**config.mk**
```make
export PLATFORM = sky130hd
export DESIGN_NAME = opmc_top
export DESIGN_NICKNAME = d
export VERILOG_FILES = /design/src/hdl/opmc_pkg.sv /design/src/hdl/opmc_top.sv
export SDC_FILE = /design/constraint.sdc
export NUM_CORES = 1
export LEC_CHECK = 0
export BUFFER_PORTS_ARGS = -buffer_cell sky130_fd_sc_hd__buf_4
export CAP_MARGIN = 10
export CORE_MARGIN = 4
export CORE_UTILIZATION = 42
export CTS_CLUSTER_DIAMETER = 200
export DETAILED_ROUTE_END_ITERATION = 6
export PLACE_DENSITY = 0.64
export SYNTH_ARGS = -nofsm -noshare
export SYNTH_HDL_FRONTEND = slang
export SYNTH_SLANG_ARGS = --single-unit
```
**constraint.sdc**
```tcl
create_clock -name clk -period 6.74 [get_ports clk]
set_clock_uncertainty 0.15 [all_clocks]
set_input_delay 1.685 -clock clk [delete_from_list [all_inputs] [get_ports clk]]
set_output_delay 1.685 -clock clk [all_outputs]
set_load 0.02 [all_outputs]
```
**src/hdl/opmc_pkg.sv**
```systemverilog
// constants and types for the optical pulse measurement configuration block
// How it works
// swap set: red for proximity, single and first dual sample; infrared second.
// swap clear: infrared for proximity, single and first dual; red second.
// infrared code is ten bits: low byte plus bits 1:0 of next register.
// infrared code gives 1024 linear steps up to 250mA; zero is off.
// red code is nine bits: low byte plus bit 0 of next register.
// red code gives 512 steps up to 125mA; zero is off.
// channel one cancel bit adds half-scale offset during infrared integration.
// channel two cancel bit adds half-scale offset during red integration.
// average field codes 0..4 give 1..16 samples, 5..7 give 32.
// samples are averaged before FIFO, cutting write rate by N.
// pulse width codes 3..7 give 130/247/481/949/949 us; 0..2 reserved.
// output resolution depends on pulse width and averaged sample count.
// host programs only permitted pulse width and period pairs.
// host writes fixed bits at their constant values.
// period field codes 0..7 give 0.3125 to 20 ms periods.
// registers read back written values and reset to defaults.
`default_nettype none
package opmc_pkg;
  localparam logic [7:0] ADDR_IR_LOW   = 8'h30;
  localparam logic [7:0] ADDR_IR_HIGH  = 8'h31;
  localparam logic [7:0] ADDR_RED_LOW  = 8'h32;
  localparam logic [7:0] ADDR_RED_HIGH = 8'h33;
  localparam logic [7:0] ADDR_CANCEL   = 8'h34;
  localparam logic [7:0] ADDR_AVG      = 8'h35;
  localparam logic [7:0] ADDR_PWPER    = 8'h36;
  localparam logic [7:0] RST_IR_LOW    = 8'h00;
  localparam logic [7:0] RST_IR_HIGH   = 8'h00;
  localparam logic [7:0] RST_RED_LOW   = 8'h00;
  localparam logic [7:0] RST_RED_HIGH  = 8'h00;
  localparam logic [7:0] RST_CANCEL    = 8'h00;
  localparam logic [7:0] RST_AVG       = 8'h0a;
  localparam logic [7:0] RST_PWPER     = 8'h42;
  localparam int IR_HIGH_BITS  = 2;
  localparam int RED_HIGH_BIT  = 0;
  localparam int CH1_CANCEL_BIT = 2;
  localparam int CH2_CANCEL_BIT = 0;
  localparam int AVG_LSB  = 4;
  localparam int PW_LSB   = 4;
  localparam int PER_LSB  = 0;
  localparam int FIELD_W  = 3;
  localparam int AVG_MAX_LOG2 = 5;
  // pulse widths in microseconds
  localparam logic [9:0] PW_130_US = 10'd130;
  localparam logic [9:0] PW_247_US = 10'd247;
  localparam logic [9:0] PW_481_US = 10'd481;
  localparam logic [9:0] PW_949_US = 10'd949;
  // pulse width codes; codes below the shortest are reserved
  localparam logic [2:0] PW_CODE_130 = 3'h3;
  localparam logic [2:0] PW_CODE_247 = 3'h4;
  localparam logic [2:0] PW_CODE_481 = 3'h5;
  localparam logic [2:0] PW_CODE_949 = 3'h6;
  // output resolution in bits
  localparam logic [4:0] RES_SHORT_1 = 5'h10;
  localparam logic [4:0] RES_SHORT_2 = 5'h11;
  localparam logic [4:0] RES_FULL    = 5'h12;
  localparam int CLK_MHZ = 250;
  typedef enum logic [2:0] {
    OPMC_IDLE   = 3'b001,
    OPMC_FIRST  = 3'b010,
    OPMC_SECOND = 3'b100
  } opmc_seq_t;
endpackage
`default_nettype wire

```
**src/hdl/opmc_top.sv**
```systemverilog
// register file and emitter steering for the optical pulse measurement channel
`default_nettype none
module opmc_top
  import opmc_pkg::*;
#(
  parameter int SAMPLE_W = 18
)
(
  // clock and reset
  input  wire logic                clk,
  input  wire logic                rst,
  // register port
  input  wire logic                reg_wr,
  input  wire logic                reg_rd,
  input  wire logic [7:0]          reg_addr,
  input  wire logic [7:0]          reg_wdata,
  output logic      [7:0]          reg_rdata,
  output logic                     reg_hit,
  // measurement sequencing
  input  wire logic                proximity_measurement,
  input  wire logic                single_emitter_pulse_mode,
  input  wire logic                dual_emitter_pulse_mode,
  input  wire logic                sample_start,
  input  wire logic                emitter_swap,
  // raw sample in
  input  wire logic                sample_valid,
  input  wire logic [SAMPLE_W-1:0] sample_data,
  // emitter drive
  output logic                     infrared_emitter_pin,
  output logic                     red_emitter_pin,
  output logic      [9:0]          drive_code,
  output logic                     offset_cancel,
  // configuration out
  output logic      [9:0]          infrared_drive_code,
  output logic      [8:0]          red_drive_code,
  output logic      [9:0]          pulse_width_us,
  output logic      [2:0]          measurement_period_select,
  output logic      [4:0]          resolution_bits,
  // averaged result to FIFO
  output logic                     fifo_wr,
  output logic      [SAMPLE_W-1:0] fifo_data
);

  if (SAMPLE_W < 1 || SAMPLE_W > 24)
  begin : g_sample_w_check
    $error("opmc_top: SAMPLE_W out of range");
  end

  // ==========================================================
  // registers
  logic [7:0] ir_drive_low_reg;
  logic [7:0] ir_drive_high_reg;
  logic [7:0] red_drive_low_reg;
  logic [7:0] red_drive_high_reg;
  logic [7:0] offset_cancel_ctrl_reg;
  logic [7:0] averaging_ctrl_reg;
  logic [7:0] pulse_period_ctrl_reg;

  // fixed bits stay as written; the host keeps them at their constants
  always_ff @(posedge clk or posedge rst)
  begin
    if (rst)
    begin
      ir_drive_low_reg       <= RST_IR_LOW;
      ir_drive_high_reg      <= RST_IR_HIGH;
      red_drive_low_reg      <= RST_RED_LOW;
      red_drive_high_reg     <= RST_RED_HIGH;
      offset_cancel_ctrl_reg <= RST_CANCEL;
      averaging_ctrl_reg     <= RST_AVG;
      pulse_period_ctrl_reg  <= RST_PWPER;
    end
    else if (reg_wr)
    begin
      if (reg_addr == ADDR_IR_LOW)
        ir_drive_low_reg <= reg_wdata;
      else if (reg_addr == ADDR_IR_HIGH)
        ir_drive_high_reg <= reg_wdata;
      else if (reg_addr == ADDR_RED_LOW)
        red_drive_low_reg <= reg_wdata;
      else if (reg_addr == ADDR_RED_HIGH)
        red_drive_high_reg <= reg_wdata;
      else if (reg_addr == ADDR_CANCEL)
        offset_cancel_ctrl_reg <= reg_wdata;
      else if (reg_addr == ADDR_AVG)
        averaging_ctrl_reg <= reg_wdata;
      else if (reg_addr == ADDR_PWPER)
        pulse_period_ctrl_reg <= reg_wdata;
    end
  end

  always_comb
  begin
    reg_hit   = 1'b1;
    reg_rdata = 8'h00;
    if (reg_addr == ADDR_IR_LOW)
      reg_rdata = ir_drive_low_reg;
    else if (reg_addr == ADDR_IR_HIGH)
      reg_rdata = ir_drive_high_reg;
    else if (reg_addr == ADDR_RED_LOW)
      reg_rdata = red_drive_low_reg;
    else if (reg_addr == ADDR_RED_HIGH)
      reg_rdata = red_drive_high_reg;
    else if (reg_addr == ADDR_CANCEL)
      reg_rdata = offset_cancel_ctrl_reg;
    else if (reg_addr == ADDR_AVG)
      reg_rdata = averaging_ctrl_reg;
    else if (reg_addr == ADDR_PWPER)
      reg_rdata = pulse_period_ctrl_reg;
    else
      reg_hit = 1'b0;
  end

  // ==========================================================
  // field decode
  logic [FIELD_W-1:0] pw_code;
  logic [FIELD_W-1:0] avg_code;
  logic [FIELD_W-1:0] avg_log2;
  logic [9:0]         pw_decoded;
  logic [4:0]         res_decoded;

  assign pw_code  = pulse_period_ctrl_reg[PW_LSB +: FIELD_W];
  assign avg_code = averaging_ctrl_reg[AVG_LSB +: FIELD_W];

  // codes above the largest count all mean 32 samples
  always_comb
  begin
    if (avg_code > FIELD_W'(AVG_MAX_LOG2))
      avg_log2 = FIELD_W'(AVG_MAX_LOG2);
    else
      avg_log2 = avg_code;
  end

  // reserved codes report zero so an unusable setting is visible
  always_comb
  begin
    if (pw_code == PW_CODE_130)
      pw_decoded = PW_130_US;
    else if (pw_code == PW_CODE_247)
      pw_decoded = PW_247_US;
    else if (pw_code == PW_CODE_481)
      pw_decoded = PW_481_US;
    else if (pw_code >= PW_CODE_949)
      pw_decoded = PW_949_US;
    else
      pw_decoded = 10'h000;
  end

  // only the shortest pulse loses resolution, and only with little averaging
  always_comb
  begin
    res_decoded = RES_FULL;
    if (pw_code == PW_CODE_130 && avg_code == 3'h0)
      res_decoded = RES_SHORT_1;
    else if (pw_code == PW_CODE_130 && avg_code == 3'h1)
      res_decoded = RES_SHORT_2;
  end

  // ==========================================================
  // configuration outputs
  always_ff @(posedge clk or posedge rst)
  begin
    if (rst)
    begin
      infrared_drive_code <= {RST_IR_HIGH[IR_HIGH_BITS-1:0], RST_IR_LOW};
      red_drive_code      <= {RST_RED_HIGH[RED_HIGH_BIT], RST_RED_LOW};
    end
    else
    begin
      infrared_drive_code <= {ir_drive_high_reg[IR_HIGH_BITS-1:0], ir_drive_low_reg};
      red_drive_code      <= {red_drive_high_reg[RED_HIGH_BIT], red_drive_low_reg};
    end
  end

  always_ff @(posedge clk or posedge rst)
  begin
    if (rst)
    begin
      pulse_width_us            <= PW_247_US;
      measurement_period_select <= RST_PWPER[PER_LSB +: FIELD_W];
      resolution_bits           <= RES_FULL;
    end
    else
    begin
      pulse_width_us            <= pw_decoded;
      measurement_period_select <= pulse_period_ctrl_reg[PER_LSB +: FIELD_W];
      resolution_bits           <= res_decoded;
    end
  end

  // ==========================================================
  // measurement sequencing
  opmc_seq_t seq_reg;
  opmc_seq_t seq_next;
  logic      mode_any;
  logic      mode_dual;

  assign mode_any  = proximity_measurement || single_emitter_pulse_mode ||
                     dual_emitter_pulse_mode;
  // proximity and single-emitter requests take priority over dual
  assign mode_dual = dual_emitter_pulse_mode && !proximity_measurement &&
                     !single_emitter_pulse_mode;

  always_comb
  begin
    seq_next = seq_reg;
    case (seq_reg)
      OPMC_IDLE:
        if (sample_start && mode_any)
          seq_next = OPMC_FIRST;
      OPMC_FIRST:
        if (sample_valid)
          seq_next = mode_dual ? OPMC_SECOND : OPMC_IDLE;
      OPMC_SECOND:
        if (sample_valid)
          seq_next = OPMC_IDLE;
      default:
        seq_next = OPMC_IDLE;
    endcase
  end

  always_ff @(posedge clk or posedge rst)
  begin
    if (rst)
      seq_reg <= OPMC_IDLE;
    else
      seq_reg <= seq_next;
  end

  // ==========================================================
  // emitter steering
  // swap must be held steady for a whole measurement
  always_comb
  begin
    infrared_emitter_pin = 1'b0;
    red_emitter_pin      = 1'b0;
    case (seq_reg)
      OPMC_FIRST:
      begin
        infrared_emitter_pin = !emitter_swap;
        red_emitter_pin      = emitter_swap;
      end
      OPMC_SECOND:
      begin
        infrared_emitter_pin = emitter_swap;
        red_emitter_pin      = !emitter_swap;
      end
      default:
      begin
        infrared_emitter_pin = 1'b0;
        red_emitter_pin      = 1'b0;
      end
    endcase
  end

  always_comb
  begin
    drive_code    = 10'h000;
    offset_cancel = 1'b0;
    if (red_emitter_pin)
    begin
      drive_code    = {1'b0, red_drive_code};
      offset_cancel = offset_cancel_ctrl_reg[CH2_CANCEL_BIT];
    end
    else if (infrared_emitter_pin)
    begin
      drive_code    = infrared_drive_code;
      offset_cancel = offset_cancel_ctrl_reg[CH1_CANCEL_BIT];
    end
  end

  // ==========================================================
  // averaging ahead of the result fifo
  localparam int SUM_W = SAMPLE_W + AVG_MAX_LOG2;

  logic [SUM_W-1:0]        sum_reg;
  logic [SUM_W-1:0]        sum_next;
  logic [SUM_W-1:0]        avg_shifted;
  logic [AVG_MAX_LOG2:0]   block_len;
  logic [AVG_MAX_LOG2-1:0] count_reg;
  logic [AVG_MAX_LOG2-1:0] count_last;
  logic                    avg_done;

  assign sum_next    = sum_reg + SUM_W'(sample_data);
  assign avg_shifted = sum_next >> avg_log2;
  assign block_len   = (AVG_MAX_LOG2 + 1)'(1) << avg_log2;
  assign count_last  = AVG_MAX_LOG2'(block_len - 1'b1);
  // greater-or-equal closes a block even after the host shrinks the count
  assign avg_done    = sample_valid && (count_reg >= count_last);

  always_ff @(posedge clk or posedge rst)
  begin
    if (rst)
    begin
      sum_reg   <= '0;
      count_reg <= '0;
    end
    else if (avg_done)
    begin
      sum_reg   <= '0;
      count_reg <= '0;
    end
    else if (sample_valid)
    begin
      sum_reg   <= sum_next;
      count_reg <= count_reg + 1'b1;
    end
  end

  always_ff @(posedge clk or posedge rst)
  begin
    if (rst)
    begin
      fifo_wr   <= 1'b0;
      fifo_data <= '0;
    end
    else
    begin
      fifo_wr <= avg_done;
      if (avg_done)
        fifo_data <= avg_shifted[SAMPLE_W-1:0];
    end
  end

  // ==========================================================
  // assertions
  AST_SWAP_FIRST : assert property (@(posedge clk) disable iff (rst)
    (seq_reg == OPMC_IDLE && sample_start && mode_any && emitter_swap)
    |=> (red_emitter_pin && !infrared_emitter_pin))
    else $error("swapped first phase not on red emitter");

  AST_SWAP_SECOND : assert property (@(posedge clk) disable iff (rst)
    (seq_reg == OPMC_FIRST && sample_valid && mode_dual && emitter_swap)
    |=> (infrared_emitter_pin && !red_emitter_pin))
    else $error("swapped second phase not on infrared emitter");

  AST_NORMAL_FIRST : assert property (@(posedge clk) disable iff (rst)
    (seq_reg == OPMC_IDLE && sample_start && mode_any && !emitter_swap)
    |=> (infrared_emitter_pin && !red_emitter_pin))
    else $error("normal first phase not on infrared emitter");

  AST_IR_CODE : assert property (@(posedge clk) disable iff (rst)
    1'b1 |=> (infrared_drive_code == {$past(ir_drive_high_reg[1:0]), $past(ir_drive_low_reg)}))
    else $error("infrared code not built from its two registers");

  AST_RED_CODE : assert property (@(posedge clk) disable iff (rst)
    1'b1 |=> (red_drive_code == {$past(red_drive_high_reg[0]), $past(red_drive_low_reg)}))
    else $error("red code not built from its two registers");

  AST_CANCEL_IR : assert property (@(posedge clk) disable iff (rst)
    infrared_emitter_pin |-> (offset_cancel == offset_cancel_ctrl_reg[CH1_CANCEL_BIT]))
    else $error("infrared cancel does not follow its bit");

  AST_CANCEL_RED : assert property (@(posedge clk) disable iff (rst)
    red_emitter_pin |-> (offset_cancel == offset_cancel_ctrl_reg[CH2_CANCEL_BIT]))
    else $error("red cancel does not follow its bit");

  AST_FIFO_FROM_SAMPLE : assert property (@(posedge clk) disable iff (rst)
    fifo_wr |-> $past(sample_valid))
    else $error("fifo write without a closing sample");

  AST_PERIOD : assert property (@(posedge clk) disable iff (rst)
    1'b1 |=> (measurement_period_select == $past(pulse_period_ctrl_reg[2:0])))
    else $error("period select does not follow its field");
endmodule
`default_nettype wire

```
* Word-level counts from Yosys, hierarchy flattened
Cells that the tools add are included.
** Word-level totals
- Register bits after elaboration :: 143
- Input port bits :: 44
- Logic and storage cells :: 105
** Cells by class
- Add/sub/neg operators :: 3
- Magnitude comparators :: 3
- Equality and inequality tests :: 17
- Shift operators :: 2
- Mux-type cells :: 36
- Bitwise operators :: 6
- Reduce and logical (&&, ||, !) cells :: 21
** Operators by type and width (number)
- 10-bit two-way mux :: 6
- 8-bit by 6-bit == test with 1-bit output (second input constant) :: 7
- 8-bit two-way mux :: 7
- 23-bit two-way mux :: 2
- 23-bit by 18-bit adder with 23-bit output :: 1
- 23-bit by 3-bit >> shifter with 18-bit output :: 1
- 3-bit two-way mux :: 5
- 5-bit two-way mux :: 2
- 3-bit == test (second input constant) :: 3
- 1-bit two-way mux :: 9
- 3-bit case mux with 3 select lines :: 1
- 8-bit AND reduction :: 1
- 7-bit AND reduction :: 1
- 3-bit by 1-bit == test with 1-bit output (second input constant) :: 2
- 3-bit by 2-bit == test with 1-bit output (second input constant) :: 2
- 1-bit logical AND :: 6
- 2-bit != test (second input constant) :: 3
- 1-bit NOT :: 6
- 3-bit AND reduction :: 2
- 6-bit AND reduction :: 1
- 5-bit by 1-bit adder with 5-bit output (second input constant) :: 1
- 5-bit greater-or-equal comparator :: 1
- 5-bit AND reduction :: 1
- 1-bit by 3-bit << shifter with 5-bit output (first input constant) :: 1
- 11 further kinds :: 16

* Depth between registers and ports, before layout
- Depth after elaboration :: 8
- Gate-level depth with buffers :: 13

* Worst setup path after synthesis
OpenSTA, ideal clock, no wires.
- Kind :: input -> output
- From :: in reg_addr[7]
- To :: out reg_rdata[3]
- Data arrival time :: 3.306 ns
- Required time :: 4.905 ns
- Path slack :: 1.599 ns
- Cell stages on the path :: 5
- Buffers on the path :: 0
- Path through :: nor4_1 -> nand2_1 -> nor3_1 -> a222oi_1 -> a31oi_1
** On the way
- Cells in the longest elaborated chain, start to end :: 8
- Elaborated cells on any way between the ends :: 14
** RTL lines
- start: declaration :: line opmc_top.sv:15 : input wire logic [7:0] reg_addr,
- 8-bit by 6-bit == test with 1-bit output :: line opmc_top.sv:107 : else if (reg_addr == ADDR_PWPER)
- 8-bit two-way mux :: line opmc_top.sv:107
- 8-bit two-way mux :: line opmc_top.sv:105 : else if (reg_addr == ADDR_AVG)
- 8-bit two-way mux :: line opmc_top.sv:103 : else if (reg_addr == ADDR_CANCEL)
- 8-bit two-way mux :: line opmc_top.sv:101 : else if (reg_addr == ADDR_RED_HIGH)
- 8-bit two-way mux :: line opmc_top.sv:99 : else if (reg_addr == ADDR_RED_LOW)
- 8-bit two-way mux :: line opmc_top.sv:97 : else if (reg_addr == ADDR_IR_HIGH)
- 8-bit two-way mux (*) :: line opmc_top.sv:95 : if (reg_addr == ADDR_IR_LOW)
- end: declaration :: line opmc_top.sv:17 : output logic [7:0] reg_rdata,
Mark *: on every way between the ends. The rest lies on a longest branch, timed or not.

* Final worst setup path
- From :: in reg_addr[7]
- To :: out reg_rdata[4]
The elaborated chain is that of the path after synthesis.

==> results.toml <==
[hold_path]
hp-class = "register to register"

[yosys]
yosysUniqueCellTypes = 75
ys_seq_elements = 137
synth_edf_count = 0
async_reset_ff_share_pct = 100.0
synth_top_cell_area_share_pct = 40.62
synth.area.top_cells = "dfrtp_1 (41%), mux2_2 (8.9%), dfstp_2 (4.1%), ha_1 (3.9%), nand2_1 (3.5%)"
synthesis.area_um2 = 7701
ys_seq_area_share_pct = 44.71
yosys_warnings = 0
syn-mean-instance-area_um2 = 10.24
ys.flop_type = "dfrtp_1"
synthCells = 752
yosysTopAreaCell = "dfrtp_1"

[floorplan]
die_h_um = 143.4
rows = 49
die_area_um2 = 20570
core_um2 = 18020
initial_utilization_pct = 42.73
io_pins = 122
fp.dieW_um = 143.4

[finish]
final_cell_mix = "dfrtp_1 (125), buf_4 (121), nand2_1 (72), mux2_2 (61), nor2_1 (47)"
drive_gt1_share_pct = 28.24
areaGrowthSynthToFinish_pct = 19.92
final_common_cell = "dfrtp_1"
nNetsFinal = 913
postLayoutCellArea_um2 = 9235
largest_reg_flops = 23
post-route-util_pct = 51.24
n_fill_cell = 1650
antenna_cells_inserted = 0

[status]
status = "complete, no violations"

[timing]
min_period_over_period_pct = 84.12
worst_slew_pin_slew_ns = 1.114
finalSetupViolCount = 0
slew_violations = 0
fin_setup_tns_ns = 0
finalHoldViolCount = 0
period_needed_ns = 5.670
fmax_mhz = 176.4
layout_setup_ws_ns = 1.070
rsz0062_at_grt = "no"
slew_headroom_pct = 25.74

[detailed_routing]
via_per_inst = 5.727
vias = 6220
drtIter0Drc = 464
firstDrtPassIters = 5
drc_errors = 0
wire_per_inst_um = 18.59
wirelength_um = 20190
ant_nets = 0

[clock_network]
clk_pin_slew_ns = 0.07
numCtsBuffers = 17
htree_levels = 4
cts_root_buffer = "clkbuf_16"
insertion_delay_ns = 0.42
cts_resized = 0
cts_tree = "done"
cts_setup_buffers = 0
clk_path_buf_depth = 2
ctsHoldBuffers = 0
cts.sinks = 137

[global_routing]
grt_max_degree = 90
met3_usage_pct = 4.992
use_met2_pct = 31.60
grtUsageMet1_pct = 28.34
grt_util_all_layers_pct = 20.24
antenna_found_initial = 0
grt_pass1_wl_um = 32690
top_usage_layer = "met2"
grt_overflow = 0
first_global_vias = 6055

[pwr]
power_mw = 3.157
power_density_nw_per_um2 = 341.8
total_leakage_power_nw = 4.366
ir_drop_mv = 0.2056

[worst_setup_path]
worstPathCellList = "buf_4 -> nor4_1 -> nand2_1 -> nor3_1 -> buf_4 -> nand2_1 -> o21ai_0 -> a221oi_1 -> a21oi_1 -> buf_4"
arrival_ns = 3.83
crit_family = "simple AND/OR/NAND/NOR gates"
crit_path_frequent_cell = "buf_4"
criticalPathCategory = "input pin to primary output"
required_ns = 4.91
crit_buf_inv = 3
start_kind = "input pin"
end_kind = "primary output"
slowest_delay_ns = 0.56
crit_fanout = 6
slowest_stage = "nor4_1"

[place]
dp_slack_ns = 1.108
place_congestion = 0.8610
placed_cell_area_um2 = 8641
hpwl_um = 14260
port_buffers = 116

[job]
cap_violations = 0
==> stage by stage <==
step | instances | hold WS (ns)
after global placement | 1054 | 0.2236
final | 1086 | 0.2365
after detailed placement | 1054 | 0.2282
after CTS | 1086 | 0.2386
after floorplan | 754 | 0.2086
after global routing | 1086 | 0.2440
==> power breakdown <==
group	total (mW)	internal (mW)	switching (mW)	leakage (nW)
clock network	0.926	0.500	0.426	0.286
registers	1.04	0.951	0.0919	1.81
logic	1.19	0.472	0.716	2.27
==> routing by layer <==
metal | part of all wire, % | up-vias
met5 | 0 | -
met4 | 1.2 | 0
met3 | 5.9 | 22
met2 | 47 | 194
met1 | 46 | 3034
li1 | - | 2970
==> Yosys cell counts (all sizes together) (8+ instances only) <==
cell type	instances
nand2	72
inv	17
dfstp	12
a31oi	12
o2bb2ai	12
o21ai	32
buf	18
nor2b	14
ha	24
nor3	24
mux2i	18
dfrtp	125
nand3	10
xnor2	9
nand2b	10
mux2	61
clkbuf	32
xor2	8
a211oi	14
a21o	17
nor2	47
a21oi	36
a22o	14
a22oi	10
==> kinds of logic after synthesis <==
group,synth area share (%)
AND/OR/NAND/NOR,12.87
adder cells (fa/ha/maj),4.159
flip-flops,44.71
AO/OA/AOI/OAI,19.64
buffers and inverters,4.452
multiplexers,12.14
XOR/XNOR,1.933
other,0.09752
==> path summary, 6_finish.rpt <==
path                                          start                           end  slack, ns  cells after the start
setup / recovery                        reg_addr[7]                  reg_rdata[4]       1.07                     10
hold / removal             pulse_period_ctrl_reg[1]  measurement_period_select[1]       0.24                      0
setup reg to reg              averaging_ctrl_reg[6]                 fifo_data[11]       2.54                     11
hold reg to reg            pulse_period_ctrl_reg[1]  measurement_period_select[1]       0.24                      0
max in group asynchronous                       rst          red_drive_low_reg[6]       4.02                      3
min in group asynchronous                       rst           ir_drive_low_reg[4]       1.27                      2
==> layout make-up <==
class                           instances  area (um2)  area share (%)
Multi-Input combinational cell        549        3930           42.56
Sequential cell                       137        3443           37.28
Timing Repair Buffer                  121       908.4           9.836
Clock buffer                           17       425.4           4.606
Tap cell                              229       286.5           3.103
Clock inverter                         15       168.9           1.829
Inverter                               18       72.57          0.7858
Note: power is estimated with default switching activity, not from simulation.
